--- config.mk ---
export PLATFORM = sky130hd
export DESIGN_NAME = pscp_top
export DESIGN_NICKNAME = d
export VERILOG_FILES = /design/src/pscp_alert.v /design/src/pscp_sync.v /design/src/pscp_top.v
export VERILOG_INCLUDE_DIRS = /design/src
export SDC_FILE = /design/constraint.sdc
export NUM_CORES = 1
export LEC_CHECK = 0
export BUFFER_PORTS_ARGS = -buffer_cell sky130_fd_sc_hd__buf_2
export CAP_MARGIN = 25
export CORE_MARGIN = 5
export CORE_UTILIZATION = 64
export DETAILED_ROUTE_END_ITERATION = 6
export HOLD_SLACK_MARGIN = 0.12
export PLACE_DENSITY = 0.84
export SLEW_MARGIN = 5
export SYNTH_ARGS = -nofsm -noshare
export SYNTH_HDL_FRONTEND = slang
export SYNTH_SLANG_ARGS = --single-unit
--- constraint.sdc ---
create_clock -name clk -period 6.4 [get_ports clk]
set_input_delay 0.64 -clock clk [delete_from_list [all_inputs] [get_ports clk]]
set_output_delay 0.64 -clock clk [all_outputs]
set_load 0.01 [all_outputs]
--- src/pscp_regs.vh ---
`ifndef PSCP_REGS_VH
`define PSCP_REGS_VH
`define PSCP_TARGET_ADDR 7'h6b
`define PSCP_MCODE_TOP 5'h01
`define PSCP_REG_STATUS 8'h00
`define PSCP_REG_MAIN 8'h01
`define PSCP_REG_INLIM 8'h02
`define PSCP_REG_OUT 8'h03
`define PSCP_MAIN_RESET 8'h60
`define PSCP_INLIM_RESET 8'h04
`define PSCP_OUT_RESET 8'h70
`define PSCP_MAIN_MASK 8'hf8
`define PSCP_INLIM_MASK 8'hef
`define PSCP_OUT_MASK 8'hf0
`define PSCP_BIT_TEST 7
`define PSCP_BIT_HOLD 6
`define PSCP_BIT_AMASK 5
`define PSCP_BIT_TOFF 4
`define PSCP_BIT_HMASK 3
`define PSCP_CLK_MHZ 25
`define PSCP_ALERT_US 125
`define PSCP_ALERT_CYC (`PSCP_ALERT_US * `PSCP_CLK_MHZ)
`endif

--- src/pscp_alert.v ---
`timescale 1ns/1ps
`include "pscp_regs.vh"
// alert pulse timer: a trigger starts a fixed-length low pulse
module pscp_alert (
  input wire clk,
  input wire reset_n,
  input wire trigger,
  output wire busy
);
  // the product is a 32-bit integer; keep only the counter's width
  localparam integer ALERT_INT = `PSCP_ALERT_CYC;
  localparam [11:0] ALERT_CYC = ALERT_INT[11:0];
  reg [11:0] cnt_q;
  // retrigger restarts the full length so no change is shortened
  always @(posedge clk or negedge reset_n) begin
    if (!reset_n) begin
      cnt_q <= 12'h000;
    end else if (trigger) begin
      cnt_q <= ALERT_CYC;
    end else if (cnt_q != 12'h000) begin
      cnt_q <= cnt_q - 12'h001;
    end
  end
  assign busy = (cnt_q != 12'h000);
endmodule // pscp_alert

--- src/pscp_sync.v ---
`timescale 1ns/1ps
// two-stage synchroniser for one pin; first stage feeds only the second
module pscp_sync (
  input wire clk,
  input wire reset_n,
  input wire pin_in,
  output wire pin_sync
);
  reg meta_q;
  reg sync_q;
  always @(posedge clk or negedge reset_n) begin
    if (!reset_n) begin
      meta_q <= 1'b1;
      sync_q <= 1'b1;
    end else begin
      meta_q <= pin_in;
      sync_q <= meta_q;
    end
  end
  assign pin_sync = sync_q;
endmodule // pscp_sync

--- src/pscp_top.v ---
`timescale 1ns/1ps
`include "pscp_regs.vh"
// serial target port and configuration registers
module pscp_top (
  input wire clk,
  input wire reset_n,
  input wire scl_in,
  input wire sda_in,
  output reg sda_out,
  output reg sda_oe,
  output reg alert_out,
  output reg alert_oe,
  input wire [7:0] status_in,
  input wire die_hot,
  input wire output_in_regulation,
  output reg buck_enable,
  output reg bulk_pass_switch,
  output reg bulk_pass_full_on,
  output reg precharge_enable,
  output reg [2:0] input_current_sel,
  output reg [3:0] bulk_voltage_limit_sel,
  output reg [3:0] output_level_sel,
  output reg hs_mode
);
  localparam [2:0] ST_IDLE = 3'h0;
  localparam [2:0] ST_ADDR = 3'h1;
  localparam [2:0] ST_AACK = 3'h2;
  localparam [2:0] ST_WRX = 3'h3;
  localparam [2:0] ST_WACK = 3'h4;
  localparam [2:0] ST_RTX = 3'h5;
  localparam [2:0] ST_RACK = 3'h6;
  localparam [2:0] ST_SKIP = 3'h7;

  wire scl_s;
  wire sda_s;
  reg scl_q;
  reg sda_q;
  reg [2:0] state_q;
  reg [2:0] bit_q;
  reg [7:0] shift_q;
  reg rw_q;
  reg have_reg_q;
  reg [7:0] ptr_q;
  reg mcode_q;
  reg [7:0] main_q;
  reg [7:0] inlim_q;
  reg [7:0] out_q;
  reg [7:0] status_q;
  reg hot_q;
  reg alert_trig_q;
  wire alert_busy;

  // read value with reserved bits forced to zero
  function [7:0] reg_read;
    input [7:0] idx;
    begin
      case (idx)
        `PSCP_REG_STATUS: reg_read = status_in;
        `PSCP_REG_MAIN: reg_read = main_q & `PSCP_MAIN_MASK;
        `PSCP_REG_INLIM: reg_read = inlim_q & `PSCP_INLIM_MASK;
        `PSCP_REG_OUT: reg_read = out_q & `PSCP_OUT_MASK;
        default: reg_read = 8'h00;
      endcase
    end
  endfunction

  // byte the pointer selects, ready for the next read byte
  wire [7:0] rd_byte = reg_read(ptr_q);

  // pins come from the bus domain, so both go through two flops
  pscp_sync u_scl (
    .clk(clk),
    .reset_n(reset_n),
    .pin_in(scl_in),
    .pin_sync(scl_s)
  );
  pscp_sync u_sda (
    .clk(clk),
    .reset_n(reset_n),
    .pin_in(sda_in),
    .pin_sync(sda_s)
  );

  wire scl_rise = scl_s & ~scl_q;
  wire scl_fall = ~scl_s & scl_q;
  wire start_c = scl_s & scl_q & sda_q & ~sda_s;
  wire stop_c = scl_s & scl_q & ~sda_q & sda_s;

  // edge history of the synchronised pins
  always @(posedge clk or negedge reset_n) begin
    if (!reset_n) begin
      scl_q <= 1'b1;
      sda_q <= 1'b1;
    end else begin
      scl_q <= scl_s;
      sda_q <= sda_s;
    end
  end

  // target protocol engine; scl is never driven, it only times us
  always @(posedge clk or negedge reset_n) begin
    if (!reset_n) begin
      state_q <= ST_IDLE;
      bit_q <= 3'h7;
      shift_q <= 8'h00;
      rw_q <= 1'b0;
      have_reg_q <= 1'b0;
      ptr_q <= 8'h00;
      mcode_q <= 1'b0;
      hs_mode <= 1'b0;
      sda_out <= 1'b0;
      sda_oe <= 1'b0;
      main_q <= `PSCP_MAIN_RESET;
      inlim_q <= `PSCP_INLIM_RESET;
      out_q <= `PSCP_OUT_RESET;
    end else if (stop_c) begin
      state_q <= ST_IDLE;
      sda_oe <= 1'b0;
      mcode_q <= 1'b0;
      hs_mode <= 1'b0;
    end else if (start_c) begin
      // repeated start after the master code enters high-speed mode
      if (mcode_q) begin
        hs_mode <= 1'b1;
        mcode_q <= 1'b0;
      end
      state_q <= ST_ADDR;
      bit_q <= 3'h7;
      have_reg_q <= 1'b0;
      sda_oe <= 1'b0;
    end else begin
      case (state_q)
        ST_ADDR, ST_WRX: begin
          if (scl_rise) begin
            shift_q <= {shift_q[6:0], sda_s};
            bit_q <= bit_q - 3'h1;
            if (bit_q == 3'h0) begin
              state_q <= (state_q == ST_ADDR) ? ST_AACK : ST_WACK;
            end
          end
        end
        ST_AACK: begin
          if (scl_fall && !sda_oe) begin
            if (shift_q[7:1] == `PSCP_TARGET_ADDR) begin
              rw_q <= shift_q[0];
              sda_out <= 1'b0;
              sda_oe <= 1'b1;
            end else begin
              // master code or another target: stay off the line
              if (shift_q[7:3] == `PSCP_MCODE_TOP) begin
                mcode_q <= 1'b1;
              end
              state_q <= ST_SKIP;
            end
          end else if (scl_fall && sda_oe) begin
            sda_oe <= 1'b0;
            bit_q <= 3'h7;
            if (rw_q) begin
              shift_q <= rd_byte;
              sda_out <= 1'b0;
              sda_oe <= ~rd_byte[7];
              state_q <= ST_RTX;
            end else begin
              state_q <= ST_WRX;
            end
          end
        end
        ST_WACK: begin
          if (scl_fall && !sda_oe) begin
            sda_out <= 1'b0;
            sda_oe <= 1'b1;
            if (!have_reg_q) begin
              ptr_q <= shift_q;
              have_reg_q <= 1'b1;
            end else begin
              case (ptr_q)
                `PSCP_REG_MAIN: main_q <= shift_q & `PSCP_MAIN_MASK;
                `PSCP_REG_INLIM: inlim_q <= shift_q & `PSCP_INLIM_MASK;
                `PSCP_REG_OUT: out_q <= shift_q & `PSCP_OUT_MASK;
                default: ptr_q <= ptr_q;
              endcase
              ptr_q <= ptr_q + 8'h01;
            end
          end else if (scl_fall && sda_oe) begin
            sda_oe <= 1'b0;
            bit_q <= 3'h7;
            state_q <= ST_WRX;
          end
        end
        ST_RTX: begin
          // change data only just after scl falls
          if (scl_fall) begin
            if (bit_q == 3'h0) begin
              sda_oe <= 1'b0; // release for controller ack
              state_q <= ST_RACK;
              ptr_q <= ptr_q + 8'h01;
            end else begin
              shift_q <= {shift_q[6:0], 1'b0};
              sda_oe <= ~shift_q[6];
              bit_q <= bit_q - 3'h1;
            end
          end
        end
        ST_RACK: begin
          // have_reg_q marks a seen controller ack; the msb waits for scl low
          if (scl_rise) begin
            if (sda_s) begin
              state_q <= ST_SKIP; // not acknowledged: read ends
            end else begin
              have_reg_q <= 1'b1;
            end
          end else if (scl_fall && have_reg_q) begin
            have_reg_q <= 1'b0;
            shift_q <= rd_byte;
            bit_q <= 3'h7;
            sda_oe <= ~rd_byte[7];
            state_q <= ST_RTX;
          end
        end
        ST_SKIP: begin
          sda_oe <= 1'b0;
        end
        default: begin
          state_q <= ST_IDLE;
        end
      endcase
    end
  end

  // status change or hot-die entry starts an alert pulse
  always @(posedge clk or negedge reset_n) begin
    if (!reset_n) begin
      status_q <= 8'h00;
      hot_q <= 1'b0;
      alert_trig_q <= 1'b0;
    end else begin
      status_q <= status_in;
      hot_q <= die_hot;
      alert_trig_q <= ~main_q[`PSCP_BIT_AMASK] &
        ((status_q != status_in) |
         (die_hot & ~hot_q & ~main_q[`PSCP_BIT_HMASK]));
    end
  end

  pscp_alert u_alert (
    .clk(clk),
    .reset_n(reset_n),
    .trigger(alert_trig_q),
    .busy(alert_busy)
  );

  // alert pin: pulses when unmasked, and also pulled low while the output is out of regulation
  always @(posedge clk or negedge reset_n) begin
    if (!reset_n) begin
      alert_out <= 1'b0;
      alert_oe <= 1'b1;
    end else begin
      alert_out <= 1'b0;
      alert_oe <= alert_busy | ~output_in_regulation;
    end
  end

  // power path controls from the main, input limit and output configuration
  always @(posedge clk or negedge reset_n) begin
    if (!reset_n) begin
      buck_enable <= 1'b1;
      bulk_pass_switch <= 1'b0;
      bulk_pass_full_on <= 1'b0;
      precharge_enable <= 1'b0;
      input_current_sel <= 3'h0;
      bulk_voltage_limit_sel <= 4'h4;
      output_level_sel <= 4'h7;
    end else begin
      buck_enable <= 1'b1;
      bulk_pass_full_on <= main_q[`PSCP_BIT_TEST];
      precharge_enable <= main_q[`PSCP_BIT_HOLD] & ~main_q[`PSCP_BIT_TEST];
      if (main_q[`PSCP_BIT_TEST]) begin
        bulk_pass_switch <= 1'b1;
      end else if (main_q[`PSCP_BIT_HOLD]) begin
        bulk_pass_switch <= 1'b0;
      end else begin
        bulk_pass_switch <= main_q[`PSCP_BIT_TOFF] | ~die_hot;
      end
      input_current_sel <= inlim_q[7:5];
      bulk_voltage_limit_sel <= inlim_q[3:0];
      output_level_sel <= out_q[7:4];
    end
  end
endmodule // pscp_top

Word level (Yosys, flattened, before mapping)
Cells that the tools add are included.

Output and inout port bits: 20. Input bits: 14. Register bits: 87.

Equal/unequal tests: 52. Add/sub/neg operators: 3. Bitwise gates (word level): 28. Reductions and logical operators: 34. Multiplexer cells: 79.

Operator list (count): two-way mux 8 bit (12); two-way mux 3 bit (24); one-hot mux 8 bit (4 select lines) (2); inequality test 4 bit (second input constant) (10); inequality test 3 bit (second input constant) (12); two-way mux 1 bit (33); inequality test 5 bit (second input constant) (5); two-way mux 12 bit (2); AND reduction 6 bit (4); AND reduction 11 bit (2); inequality test 2 bit (second input constant) (10); one-hot mux 3 bit (6 select lines) (1); == test 8 x 2 -> 1 bit (second input constant) (2); one-hot mux 8 bit (2 select lines) (1); inverter 1 bit (14); AND reduction 7 bit (2); == test 3 bit (second input constant) (4); one-hot mux 3 bit (4 select lines) (1); nonzero test 12 bit (1); nonzero test 3 bit (4); subtractor 12 x 1 -> 12 bit (second input constant) (1); bitwise AND 1 bit (11); AND reduction 5 bit (2); nonzero test 2 bit (5); 24 further kinds (31).

Longest topological paths before layout
Gate-level depths: netlist of the first run.

Depth in word-level cells: 9. Depth in mapped cells: 8. Gate-level depth less buffers: 7.

Cells and area by module
From an unflattened synthesis of the first run, not the netlist that was laid out.

Cell total of the unflattened synthesis: 406. Area total of the unflattened synthesis: 4380.5 um^2.

Modules (own cells, without submodules): pscp_top (times used 1, sequential area each 1771.7 um^2, area each 3540.9 um^2, cells each 327); pscp_alert (times used 1, sequential area each 300.3 um^2, area each 734.5 um^2, cells each 75); pscp_sync (times used 2, sequential area each 52.6 um^2, area each 52.6 um^2, cells each 2).

Worst setup path after synthesis of the first run
Ideal clock, no wire load.

Path kind: flip-flop to flip-flop. From: reg bit_q[0]. To: reg shift_q[0]. Arrival time: 2.067 ns. Required time: 6.275 ns. Clock period less this slack: 2.192 ns. Path slack: 4.208 ns. Setup time: 0.125 ns. Cell stages (with the launch flop): 9. Path through: dfstp_2 -> inv_1 -> ha_1 -> nor2b_1 -> and2_1 -> a211oi_1 -> and3_1 -> buf_2 -> mux2_2.

Cells in the longest elaborated chain, start to end: 3.

RTL lines: start: declaration (line pscp_top.v:39) `reg [2:0] bit_q;`; start signal: assignment (line pscp_top.v:136) `bit_q <= bit_q - 3'h1;`; start signal: assignment (line pscp_top.v:200) `bit_q <= bit_q - 3'h1;`; zero test 3 bit (line pscp_top.v:193) `if (bit_q == 3'h0) begin`; inequality test 2 bit (no source line); AND reduction 11 bit (no source line); end signal: assignment (line pscp_top.v:159) `shift_q <= rd_byte;`; end signal: assignment (line pscp_top.v:198) `shift_q <= {shift_q[6:0], 1'b0};`; end signal: assignment (line pscp_top.v:214) `shift_q <= rd_byte;`; end: declaration (line pscp_top.v:40) `reg [7:0] shift_q;`.

Every way passes these cells. A chain may end at the register's enable or synchronous reset.

Worst setup path after layout of the first run
From: reg state_q[2]. To: reg ptr_q[2].

Cells in the longest elaborated chain, start to end: 3. Elaborated cells between the ends (all ways): 8.

RTL lines: start: declaration (line pscp_top.v:38) `reg [2:0] state_q;`; start signal: assignment (line pscp_top.v:138) `state_q <= (state_q == ST_ADDR) ? ST_AACK : ST_WACK;`; == test 3 bit (line pscp_top.v:132) `case (state_q)`; inequality test 2 bit (no source line) or nonzero test 2 bit (tied branches); AND reduction 6 bit (no source line); end signal: assignment (line pscp_top.v:173) `ptr_q <= shift_q;`; end signal: assignment (line pscp_top.v:180) `default: ptr_q <= ptr_q;`; end signal: assignment (line pscp_top.v:182) `ptr_q <= ptr_q + 8'h01;`; end: declaration (line pscp_top.v:43) `reg [7:0] ptr_q;`.

Parallel ways exist; a longest one is shown, timed or not.

==> results of run 1 <==
critical path: cells and delay by family, from the launching register on:
| family | cells | cell delay, ps |
|---|---|---|
| and+or+nand+nor | 2 | 460 |
| AOI/OAI and AO/OA | 3 | 1340 |
| DFF | 1 | 810 |
power groups by stage:
stage	clock (µW)	combinational, µW	sequential [µW]
after CTS	466	527	769
after floorplan	0	447	705
after detailed placement	0	522	778
after global routing	488	600	789
after global placement	0	507	772
final	459	537	777
sequential cells by signal, summed over array words and instances, names as in the netlist, 3 cells and up:
signal                  cells
u_alert.cnt_q              12
ptr_q                       8
shift_q                     8
status_q                    8
inlim_q                     7
main_q                      5
bulk_voltage_limit_sel      4
out_q                       4
output_level_sel            4
bit_q                       3
input_current_sel           3
state_q                     3
cell type report:
type                            instances  area (µm²)
Sequential cell                        86        2180
Multi-Input combinational cell        289        2000
Inverter                               11        41.3
Tap cell                               80         100
Clock buffer                           10         128
Fill cell                             476        1940
Clock inverter                          6         116
Timing Repair Buffer                   31         180
stage by stage:
step	hold WS (ps)	instance area, µm²	std cells	utilization [%]
2_1_floorplan	344	4330	409	-
3_3_place_gp	346	4470	496	67.0
3_5_place_dp	349	4470	496	67.0
4_1_cts	361	4720	512	70.6
5_1_grt	237	4750	513	71.0
6_report	207	4750	513	71.0
routing by layer:
layer	routed length (µm)	GRT usage, %	vias up
met2	4560	35.7	131
met4	178	10.1	0
met1	4150	32.6	1605
met5	0	0	-
met3	556	4.51	20
li1	-	-	1530
how the worst min path moves through the flow:
stage	from	endpoint	slack (ps)
final	reset_n	sda_oe$_DFFE_PN0P_	210
after global routing	reset_n	ptr_q[7]$_DFFE_PN0P_	240
after CTS	u_sda.meta_q$_DFF_PN1_	u_sda.pin_sync$_DFF_PN1_	360
after detailed placement	u_sda.meta_q$_DFF_PN1_	u_sda.pin_sync$_DFF_PN1_	350
after global placement	u_scl.meta_q$_DFF_PN1_	u_scl.pin_sync$_DFF_PN1_	350
after floorplan	reset_n	alert_trig_q$_DFF_PN0_	340
cells in the mapped netlist (3+ instances only):
| cell type | count |
|---|---|
| a211o_1 | 6 |
| a211oi_1 | 5 |
| a21o_1 | 4 |
| a21oi_1 | 24 |
| a22o_1 | 5 |
| a22oi_1 | 4 |
| a31oi_1 | 4 |
| and2_1 | 3 |
| and3_1 | 5 |
| buf_2 | 7 |
| buf_4 | 3 |
| clkbuf_1 | 13 |
| dfrtp_1 | 66 |
| dfstp_2 | 20 |
| ha_1 | 7 |
| inv_1 | 11 |
| mux2_2 | 29 |
| mux2i_1 | 3 |
| nand2_1 | 28 |
| nand2b_1 | 9 |
| nand3_1 | 10 |
| nand3b_1 | 4 |
| nand4_1 | 3 |
| nor2_1 | 24 |
| nor2b_1 | 8 |
| nor3_1 | 5 |
| nor4_1 | 9 |
| o211ai_1 | 3 |
| o21ai_0 | 22 |
| o22ai_1 | 5 |
| o31ai_1 | 3 |
| or3b_2 | 4 |
| xnor2_1 | 12 |
| xor2_1 | 3 |
logic make-up after synthesis:
kind of cell / Yosys count
fa+ha+maj: 7
flops: 86
mux: 32
xor+xnor: 15
compound gates: 106
simple gates: 126
other cells: 2
buf+inv: 34
==> summary.txt, run 1 <==
Clocking
  – H-tree depth: 3
  – Inserted Clock Buffers: 9
  – Resized Gates After CTS: 0
  – # hold bufs at CTS: 0
  – CTS tree: yes
  – Clk sinks: 86
  – Root Buffer: clkbuf_8
  – Post-CTS setup buffer count: 0
  – Latest clock arrival within the worst-skew pair: around 360 ps
  – Clock-pin slew on the worst setup and hold paths: roughly 80 ps
  – Max Root-Sink Buffers: 2

Route
  – WL per Instance: between 15 and 20 µm
  – Antenna Nets Post-Route: 0
  – DR vias: around 3300
  – Routed wire length: about 9400 µm
  – Drt drc: 0
  – Vias/cell: 6.41
  – DRT iter0 DRCs: about 390
  – First-pass DRT Iterations: 6

Floorplanning
  – Initial Util: about two thirds
  – Die Span Y: slightly above 90 µm
  – Top Ports: 34
  – Total Die Area: about 0.0085 mm²
  – Die width: a little over 90 µm
  – Row count: 30
  – CORE AREA: 0.00668 mm²

Worst setup path
  – Crit Path Max Fanout: 25
  – Cell Chain, Critical Path: and3b_1, nand2_1, a221oi_2, o21ai_0, a22o_1
  – Worst Setup SP: state_q[2]$_DFFE_PN0P_
  – Reg2reg setup slack: between 3000 and 4000 ps
  – CP Capture Type: flip-flop
  – R2r worst-path depth: 5
  – CP Capture Point: ptr_q[2]$_DFFE_PN0P_
  – Worst setup path category: reg -> reg
  – WP data arrival: a little under 3000 ps
  – Worst path max stage delay: between 800 and 900 ps
  – Setup crit start kind: flip-flop
  – Launching point of the worst reg2reg path: state_q[2]$_DFFE_PN0P_
  – Slowest CP cell: a221oi_2
  – RR Endpoint: ptr_q[2]$_DFFE_PN0P_
  – WP data required: between 6000 and 7000 ps

STA
  – Fmax achieved: 0.368 GHz
  – Final hold violations: 0
  – Layout Skew: 11.6 ps
  – RSZ-0062 raised after global routing: no
  – Final Slew Violations: 0
  – Fin crit share: roughly 42%
  – Final setup viols: 0
  – Slew HR: between 30% and 40%
  – Fin worst setup slack: around 3700 ps
  – Crit path time final: roughly 2700 ps
  – Sum Neg Setup Slack: 0 ps
  – Least-Margin Pin Slew: between 900 and 1000 ps

Power and ir drop
  – Int Pwr: about 1100 µW
  – Clock Power Share: 25.9%
  – Pwr Total: about 1800 µW
  – Worst vdd ir: about 0.23 mV
  – Combinational Power Share: 30.3%
  – Switch Pwr: approximately 640 µW
  – Power Dens Cells: roughly 370 mW/mm²
  – Sequential share of power: about 44%
  – Leakage: 0.00207 µW
  – Sw Ratio: ~36%

Global routing
  – Vias in the first global route: roughly 3200
  – Initial antenna violation count: 0
  – Tot GR Track Use: a little under a quarter
  – First-pass GRT wire length: roughly 16000 µm
  – Total gr overflow: 0
  – Largest net degree at the start of global routing: just under 90

Logic synthesis
  – Cells after Synth: slightly above 400
  – Synth unique cells: 62
  – Mux cell area share after synthesis: ~8%
  – Synth top area cells: dfrtp_1 38%, dfstp_2 12%, mux2_2 7.6%
  – Xor/xnor cell area share of the yosys netlist: approximately 3.0%
  – Yosys warns: 0
  – Synth top area share: 38.2%
  – Post-synth ARST share: 100%
  – Syn Std Cell Area: 0.00432 mm²
  – Synth Area in Compound Gates: 16.8%
  – Post-synthesis adder-cell area fraction: around 2.0%
  – Primary FF master, synth: dfrtp_1
  – Main combinational cell family by area after synthesis: compound AO/OA/AOI/OAI gates
  – Syn avg cell area: approximately 11 µm²
  – EDFF count, synth: 0
  – Register bit total from synthesis: 86
  – Seq/Total Area, Yosys: between 50% and 60%
  – Post-synth top area cell: dfrtp_1
  – Post-Synth Simple-Gate Area: between 10% and 20%

Cells and area
  – Commonest non-fill, non-tap cell in the layout: dfrtp_1
  – Antenna diodes: 0
  – Area growth syn-to-layout: 9.75%
  – Most frequent cells in the layout: 66 x dfrtp_1, 29 x mux2_2, 29 x buf_2, 28 x nand2_1
  – Share of layout cells above drive strength 1: about 24%
  – Fin nets: between 400 and 500

Job
  – Max-cap viol count: 0

Placement
  – Pre-CTS setup slack: roughly 3700 ps
  – RD Place Congestion: between 0.9 and 1
  – IO buf count: 30
  – Post-detail-place hpwl: 6510 µm

Min path
  – Worst Hold Class: in -> async

Status
  – Status: finished clean
No activity file was read; power rests on OpenSTA's default activity.
==> inputs of run 2 (changes only) <==
- CORE_UTILIZATION: 64 -> 54
- PLACE_DENSITY: 0.84 -> 0.76
- clock period: 6.4 -> 2.25 ns (I/O delays scaled with it)
==> run 2 against run 1 <==
  * Routed wire length up 9.6%
  * Count of clock-buffer cells in the layout down 1
  * Sequential power rose to 2.7 times the previous value
  * Setup slack worse by 3600 ps
  * Flip-flop and latch count unchanged
  * Non-clock buffer count up 54
  * Critical path type unchanged
==> summary.txt, run 2 (same netlist as run 1, synthesis figures left out) <==
Cells and area
  – Most frequent cells in the layout: 65 x dfrtp_1, 39 x buf_4, 29 x mux2_2, 29 x buf_2, 28 x nand2_1
  – Largest Register: u_alert.cnt_q
  – Fin cells: approximately 600
  – Antenna diodes: 0
  – Fin nets: between 500 and 600
  – Commonest non-fill, non-tap cell in the layout: dfrtp_1
  – Largest register FFs: 12
  – Share of layout cells above drive strength 1: between 30% and 40%
  – Area growth syn-to-layout: 21.5%
  – Fin util: 67.6%

STA
  – Worst hold slack: ~300 ps
  – Layout Skew: just under 9 ps
  – Crit path time final: ~2200 ps
  – Final hold violations: 0
  – Final Slew Violations: 0
  – Final setup viols: 0
  – Fmax achieved: 0.453 GHz
  – Least-Margin Pin Slew: approximately 500 ps
  – Slew HR: 66.1%
  – Fin crit share: between 90 and 100%
  – Sum Neg Setup Slack: 0 ps

Floorplanning
  – Top Ports: 34
  – Total Die Area: 0.00990 mm²
  – Die Span Y: around 99 µm
  – Die width: 99.5 µm
  – Row count: 32
  – CORE AREA: between 0.007 and 0.008 mm²
  – Initial Util: a little under three fifths

Clocking
  – Latest clock arrival within the worst-skew pair: between 300 and 400 ps
  – Max Root-Sink Buffers: 2
  – Clock-pin slew on the worst setup and hold paths: around 100 ps
  – Clk sinks: 86
  – Inserted Clock Buffers: 9
  – Root Buffer: clkbuf_8
  – CTS tree: yes
  – H-tree depth: 3

Min path
  – Worst Hold Class: in -> async

Power and ir drop
  – Power Dens Cells: between 900 and 1000 mW/mm²
  – Leakage: 0.00233 µW
  – Worst vdd ir: roughly 0.53 mV
  – Pwr Total: 5240 µW

Worst setup path
  – Setup crit start kind: flip-flop
  – Crit Path Max Fanout: 5
  – WP data arrival: around 2500 ps
  – Most frequent CP cell: or4_4
  – Cell Chain, Critical Path: or4_4, or3_4, or4_4, a211o_1
  – Worst setup path category: reg -> reg
  – CP Capture Type: flip-flop
  – Slowest CP cell: or4_4
  – Worst path max stage delay: about 570 ps
  – WP data required: roughly 2500 ps

Placement
  – Placed cells: 553
  – Post-detail-place hpwl: ~7000 µm
  – RD Place Congestion: 0.966
  – IO buf count: 30

Global routing
  – Total gr overflow: 0
  – Largest net degree at the start of global routing: 39
  – Vias in the first global route: 3564
  – Initial antenna violation count: 0
  – Tot GR Track Use: 21.5%
  – First-pass GRT wire length: 17100 µm

Status
  – Status: finished clean

Route
  – First-pass DRT Iterations: 5
  – WL per Instance: around 18 µm
  – DR vias: between 3000 and 4000
  – DRT iter0 DRCs: roughly 200
  – Vias/cell: roughly 6.0
  – Antenna Nets Post-Route: 0
  – Routed wire length: 10300 µm
  – Drt drc: 0

Job
  – Max-cap viol count: 0
[run 2: cell count changes in the layout (fill, tap and decap cells not counted), moves of 3 or more]
| cell | previous run | this run |
|---|---|---|
| buf_12 | 0 | 4 |
| bufinv_16 | 3 | 0 |
| inv_8 | 0 | 3 |
| dlygate4sd3_1 | 0 | 13 |
| buf_4 | 1 | 39 |
[run 2: metrics by stage]
stage / instance area [µm²] / setup slack, ps
final: 5250 / 43.8
after global routing: 5250 / -0.753
after CTS: 5170 / 11.6
after detailed placement: 4800 / -27.5
after global placement: 4800 / 67.3
after floorplan: 4330 / 57.9
[run 2: cell type report]
| class | instances | area [µm²] |
|---|---|---|
| fill | 585 | 2510 |
| sequential | 86 | 2180 |
| multi-input combinational | 289 | 2060 |
| timing repair buffer | 85 | 648 |
| tap | 102 | 128 |
| clock buffer | 9 | 124 |
| clock inverter | 7 | 76.3 |
| inverter | 11 | 41.3 |
[run 2: final timing paths]
kind | endpoint | from | slack [ps] | cells past startpoint
max | u_alert.cnt_q[11]$_DFFE_PN0P_ | u_alert.cnt_q[6]$_DFFE_PN0P_ | 40 | 4
max in group asynchronous | u_scl.meta_q$_DFF_PN1_ | reset_n | 1260 | 3
max reg2reg | u_alert.cnt_q[11]$_DFFE_PN0P_ | u_alert.cnt_q[6]$_DFFE_PN0P_ | 40 | 4
min | u_alert.cnt_q[11]$_DFFE_PN0P_ | reset_n | 300 | 2
min in group clk | u_scl.pin_sync$_DFF_PN1_ | u_scl.meta_q$_DFF_PN1_ | 360 | 0
min reg2reg | u_scl.pin_sync$_DFF_PN1_ | u_scl.meta_q$_DFF_PN1_ | 360 | 0
[run 2: critical path, delay by kind of cell, from the launching register on]
kind               cells  cell delay [ps]
AOI/OAI and AO/OA      1              300
DFF                    1              400
and+or+nand+nor        3             1400
[run 2: power by group]
group / internal [µW] / switching (µW) / total [µW]
Sequential: 1800 / 292 / 2090
Combinational: 952 / 1100 / 2060
Clock: 439 / 646 / 1080
[run 2: timing repair]
item	in CTS	in global routing
hold endpoints to repair	66	0
gates cloned	0	0
buffers inserted	2	5
hold buffers	13	0
endpoints found under the setup margin	11	14
resized for setup	4	8
pin swaps	2	1
[run 2: per-layer routing]
layer | GRT usage (%) | wire length (µm)
met2 | 36.2 | 5150
met4 | 9.66 | 296
met1 | 27.4 | 4370
met5 | 0 | 0
met3 | 3.16 | 529
==> inputs of run 3 (changes only) <==
- CELL_PAD_IN_SITES_DETAIL_PLACEMENT: unset -> 1
- CELL_PAD_IN_SITES_GLOBAL_PLACEMENT: unset -> 2
- CORE_UTILIZATION: 54 -> 37
- CTS_BUF_LIST: unset -> sky130_fd_sc_hd__clkbuf_4 sky130_fd_sc_hd__clkbuf_8
- PLACE_DENSITY: 0.76 -> unset
- PLACE_DENSITY_LB_ADDON: unset -> 0.1
==> run 3 against run 2 <==
  * Combinational power about the same
  * Die area rose by 41%
  * Sequential share of layout area fell by 0.43 points
  * Largest cell class unchanged
  * Critical path type unchanged
  * Core utilization down 21 points
  * First-iteration DRC count down 28%
  * Worst hold slack better by 31 ps
  * Critical endpoint unchanged
==> summary.txt, run 3 (same netlist as run 1, synthesis figures left out) <==
Status
  – Status: finished clean

Floorplanning
  – Initial Util: a little under two fifths
  – Total Die Area: approximately 0.014 mm²
  – Row count: 39
  – Die width: about 120 µm
  – Die Span Y: around 120 µm
  – Top Ports: 34
  – CORE AREA: approximately 0.011 mm²

Cells and area
  – Area growth syn-to-layout: 22.8%
  – Largest Register: u_alert.cnt_q
  – Most frequent cells in the layout: 64 x dfrtp_1, 45 x buf_4, 29 x mux2_2, 29 x buf_2, 28 x nand2_1
  – Commonest non-fill, non-tap cell in the layout: dfrtp_1
  – Largest register FFs: 12
  – Antenna diodes: 0
  – Fillers: 1300
  – Fin nets: between 500 and 600
  – Share of layout cells above drive strength 1: roughly 33%

STA
  – Layout Skew: approximately 6.4 ps
  – Worst hold slack: 335 ps
  – Crit path time final: around 2200 ps
  – Final hold violations: 0
  – Fmax achieved: around 0.45 GHz
  – Final Slew Violations: 0
  – Fin crit share: approximately 100%
  – RSZ-0062 raised after global routing: yes
  – Sum Neg Setup Slack: 0 ps
  – Final setup viols: 0

Power and ir drop
  – Pwr Total: 5350 µW
  – Power Dens Cells: just over 1000 mW/mm²
  – Worst vdd ir: ~0.43 mV
  – Leakage: between 0.002 and 0.0025 µW

Worst setup path
  – WP data arrival: 2490 ps
  – Slowest CP cell: or4_4
  – Crit Path Max Fanout: 5
  – WP data required: 2520 ps
  – CP bufs+invs: 0
  – Worst setup path category: reg -> reg
  – CP delay by family, top: simple AND/OR/NAND/NOR gates
  – Cell Chain, Critical Path: or4_4, or3_4, or4_4, a211o_1
  – Setup crit start kind: flip-flop
  – Most frequent CP cell: or4_4
  – CP Capture Type: flip-flop
  – Worst path max stage delay: 570 ps

Global routing
  – Total gr overflow: 0
  – First-pass GRT wire length: 19800 µm
  – Tot GR Track Use: between 10% and 20%
  – Largest net degree at the start of global routing: 37
  – Initial antenna violation count: 0
  – Vias in the first global route: 3627

Placement
  – RD Place Congestion: about 0.85
  – IO buf count: 30
  – Post-detail-place hpwl: approximately 8600 µm

Route
  – Drt drc: 0
  – First-pass DRT Iterations: 5
  – Vias/cell: roughly 5.4
  – DRT iter0 DRCs: 145
  – WL per Instance: 18.6 µm
  – Antenna Nets Post-Route: 0
  – Routed wire length: 11800 µm
  – DR vias: ~3400

Clocking
  – Max Root-Sink Buffers: 2
  – CTS tree: yes
  – H-tree depth: 3
  – Clk sinks: between 80 and 90
  – Clock-pin slew on the worst setup and hold paths: 90 ps
  – Root Buffer: clkbuf_8
  – Latest clock arrival within the worst-skew pair: ~380 ps
  – Inserted Clock Buffers: 9

Min path
  – Worst Hold Class: in -> async

Job
  – Max-cap viol count: 0
[run 3: changes by cell type in the layout (fill, tap and decap cells not counted), moves of 2 or more]
cell	before	now
inv_8	3	0
buf_4	39	45
clkbuf_4	0	2
clkinv_4	3	1
buf_12	4	2
[run 3: routing by layer]
metal / global-route usage (%) / vias up / wire, µm / share of wire [%]
met5: 0 / - / 0 / 0
met4: 6.74 / 0 / 187 / 1.6
met3: 3.08 / 12 / 386 / 3.3
met2: 27.1 / 48 / 5550 / 47
met1: 24.6 / 1730 / 5670 / 48
li1: - / 1647 / - / -
[run 3: path summary, 6_finish.rpt]
kind | startpoint | to | slack (ps) | cells after the start
min reg2reg | u_scl.meta_q$_DFF_PN1_ | u_scl.pin_sync$_DFF_PN1_ | 360 | 0
max reg2reg | u_alert.cnt_q[6]$_DFFE_PN0P_ | u_alert.cnt_q[11]$_DFFE_PN0P_ | 30 | 4
max | u_alert.cnt_q[6]$_DFFE_PN0P_ | u_alert.cnt_q[11]$_DFFE_PN0P_ | 30 | 4
min | reset_n | u_alert.cnt_q[0]$_DFFE_PN0P_ | 330 | 2
min in group clk | u_scl.meta_q$_DFF_PN1_ | u_scl.pin_sync$_DFF_PN1_ | 360 | 0
max in group asynchronous | reset_n | out_q[4]$_DFFE_PN1P_ | 1200 | 3
[run 3: per-stage QoR]
step	std cells	utilization [%]	area [µm²]	setup WS, ps
5_1_grt	635	46.5	5310	-3.77
3_5_place_dp	603	43.0	4910	-30.5
4_1_cts	632	46.0	5250	0.101
3_3_place_gp	603	43.0	4910	20.7
6_report	635	46.5	5310	26.6
2_1_floorplan	409	-	4330	57.9
[run 3: final cells by class]
type                            instances  area (µm²)  share of cell area [%]
Clock buffer                           12         153                    2.87
Clock inverter                          4        55.1                    1.04
Inverter                               11        41.3                   0.777
Multi-Input combinational cell        289        2040                    38.4
Sequential cell                        86        2180                    41.0
Tap cell                              143         179                    3.37
Timing Repair Buffer                   90         664                    12.5
[run 3: power breakdown]
group / leakage, µW / switching (µW) / internal, µW / total, µW
logic: 0.00120 / 1110 / 965 / 2070
clock network: 0.000104 / 605 / 575 / 1180
registers: 0.00104 / 288 / 1800 / 2090
total: 0.00234 / 2000 / 3340 / 5350
[run 3: repair_timing]
| action | 4_1_cts | 5_1_grt |
|---|---|---|
| gates resized for setup | 1 | 12 |
| hold buffers | 13 | 0 |
| setup buffers | 0 | 3 |
| endpoints found under the hold margin | 36 | 0 |
| pin swaps | 0 | 5 |
| endpoints found under the setup margin | 8 | 31 |
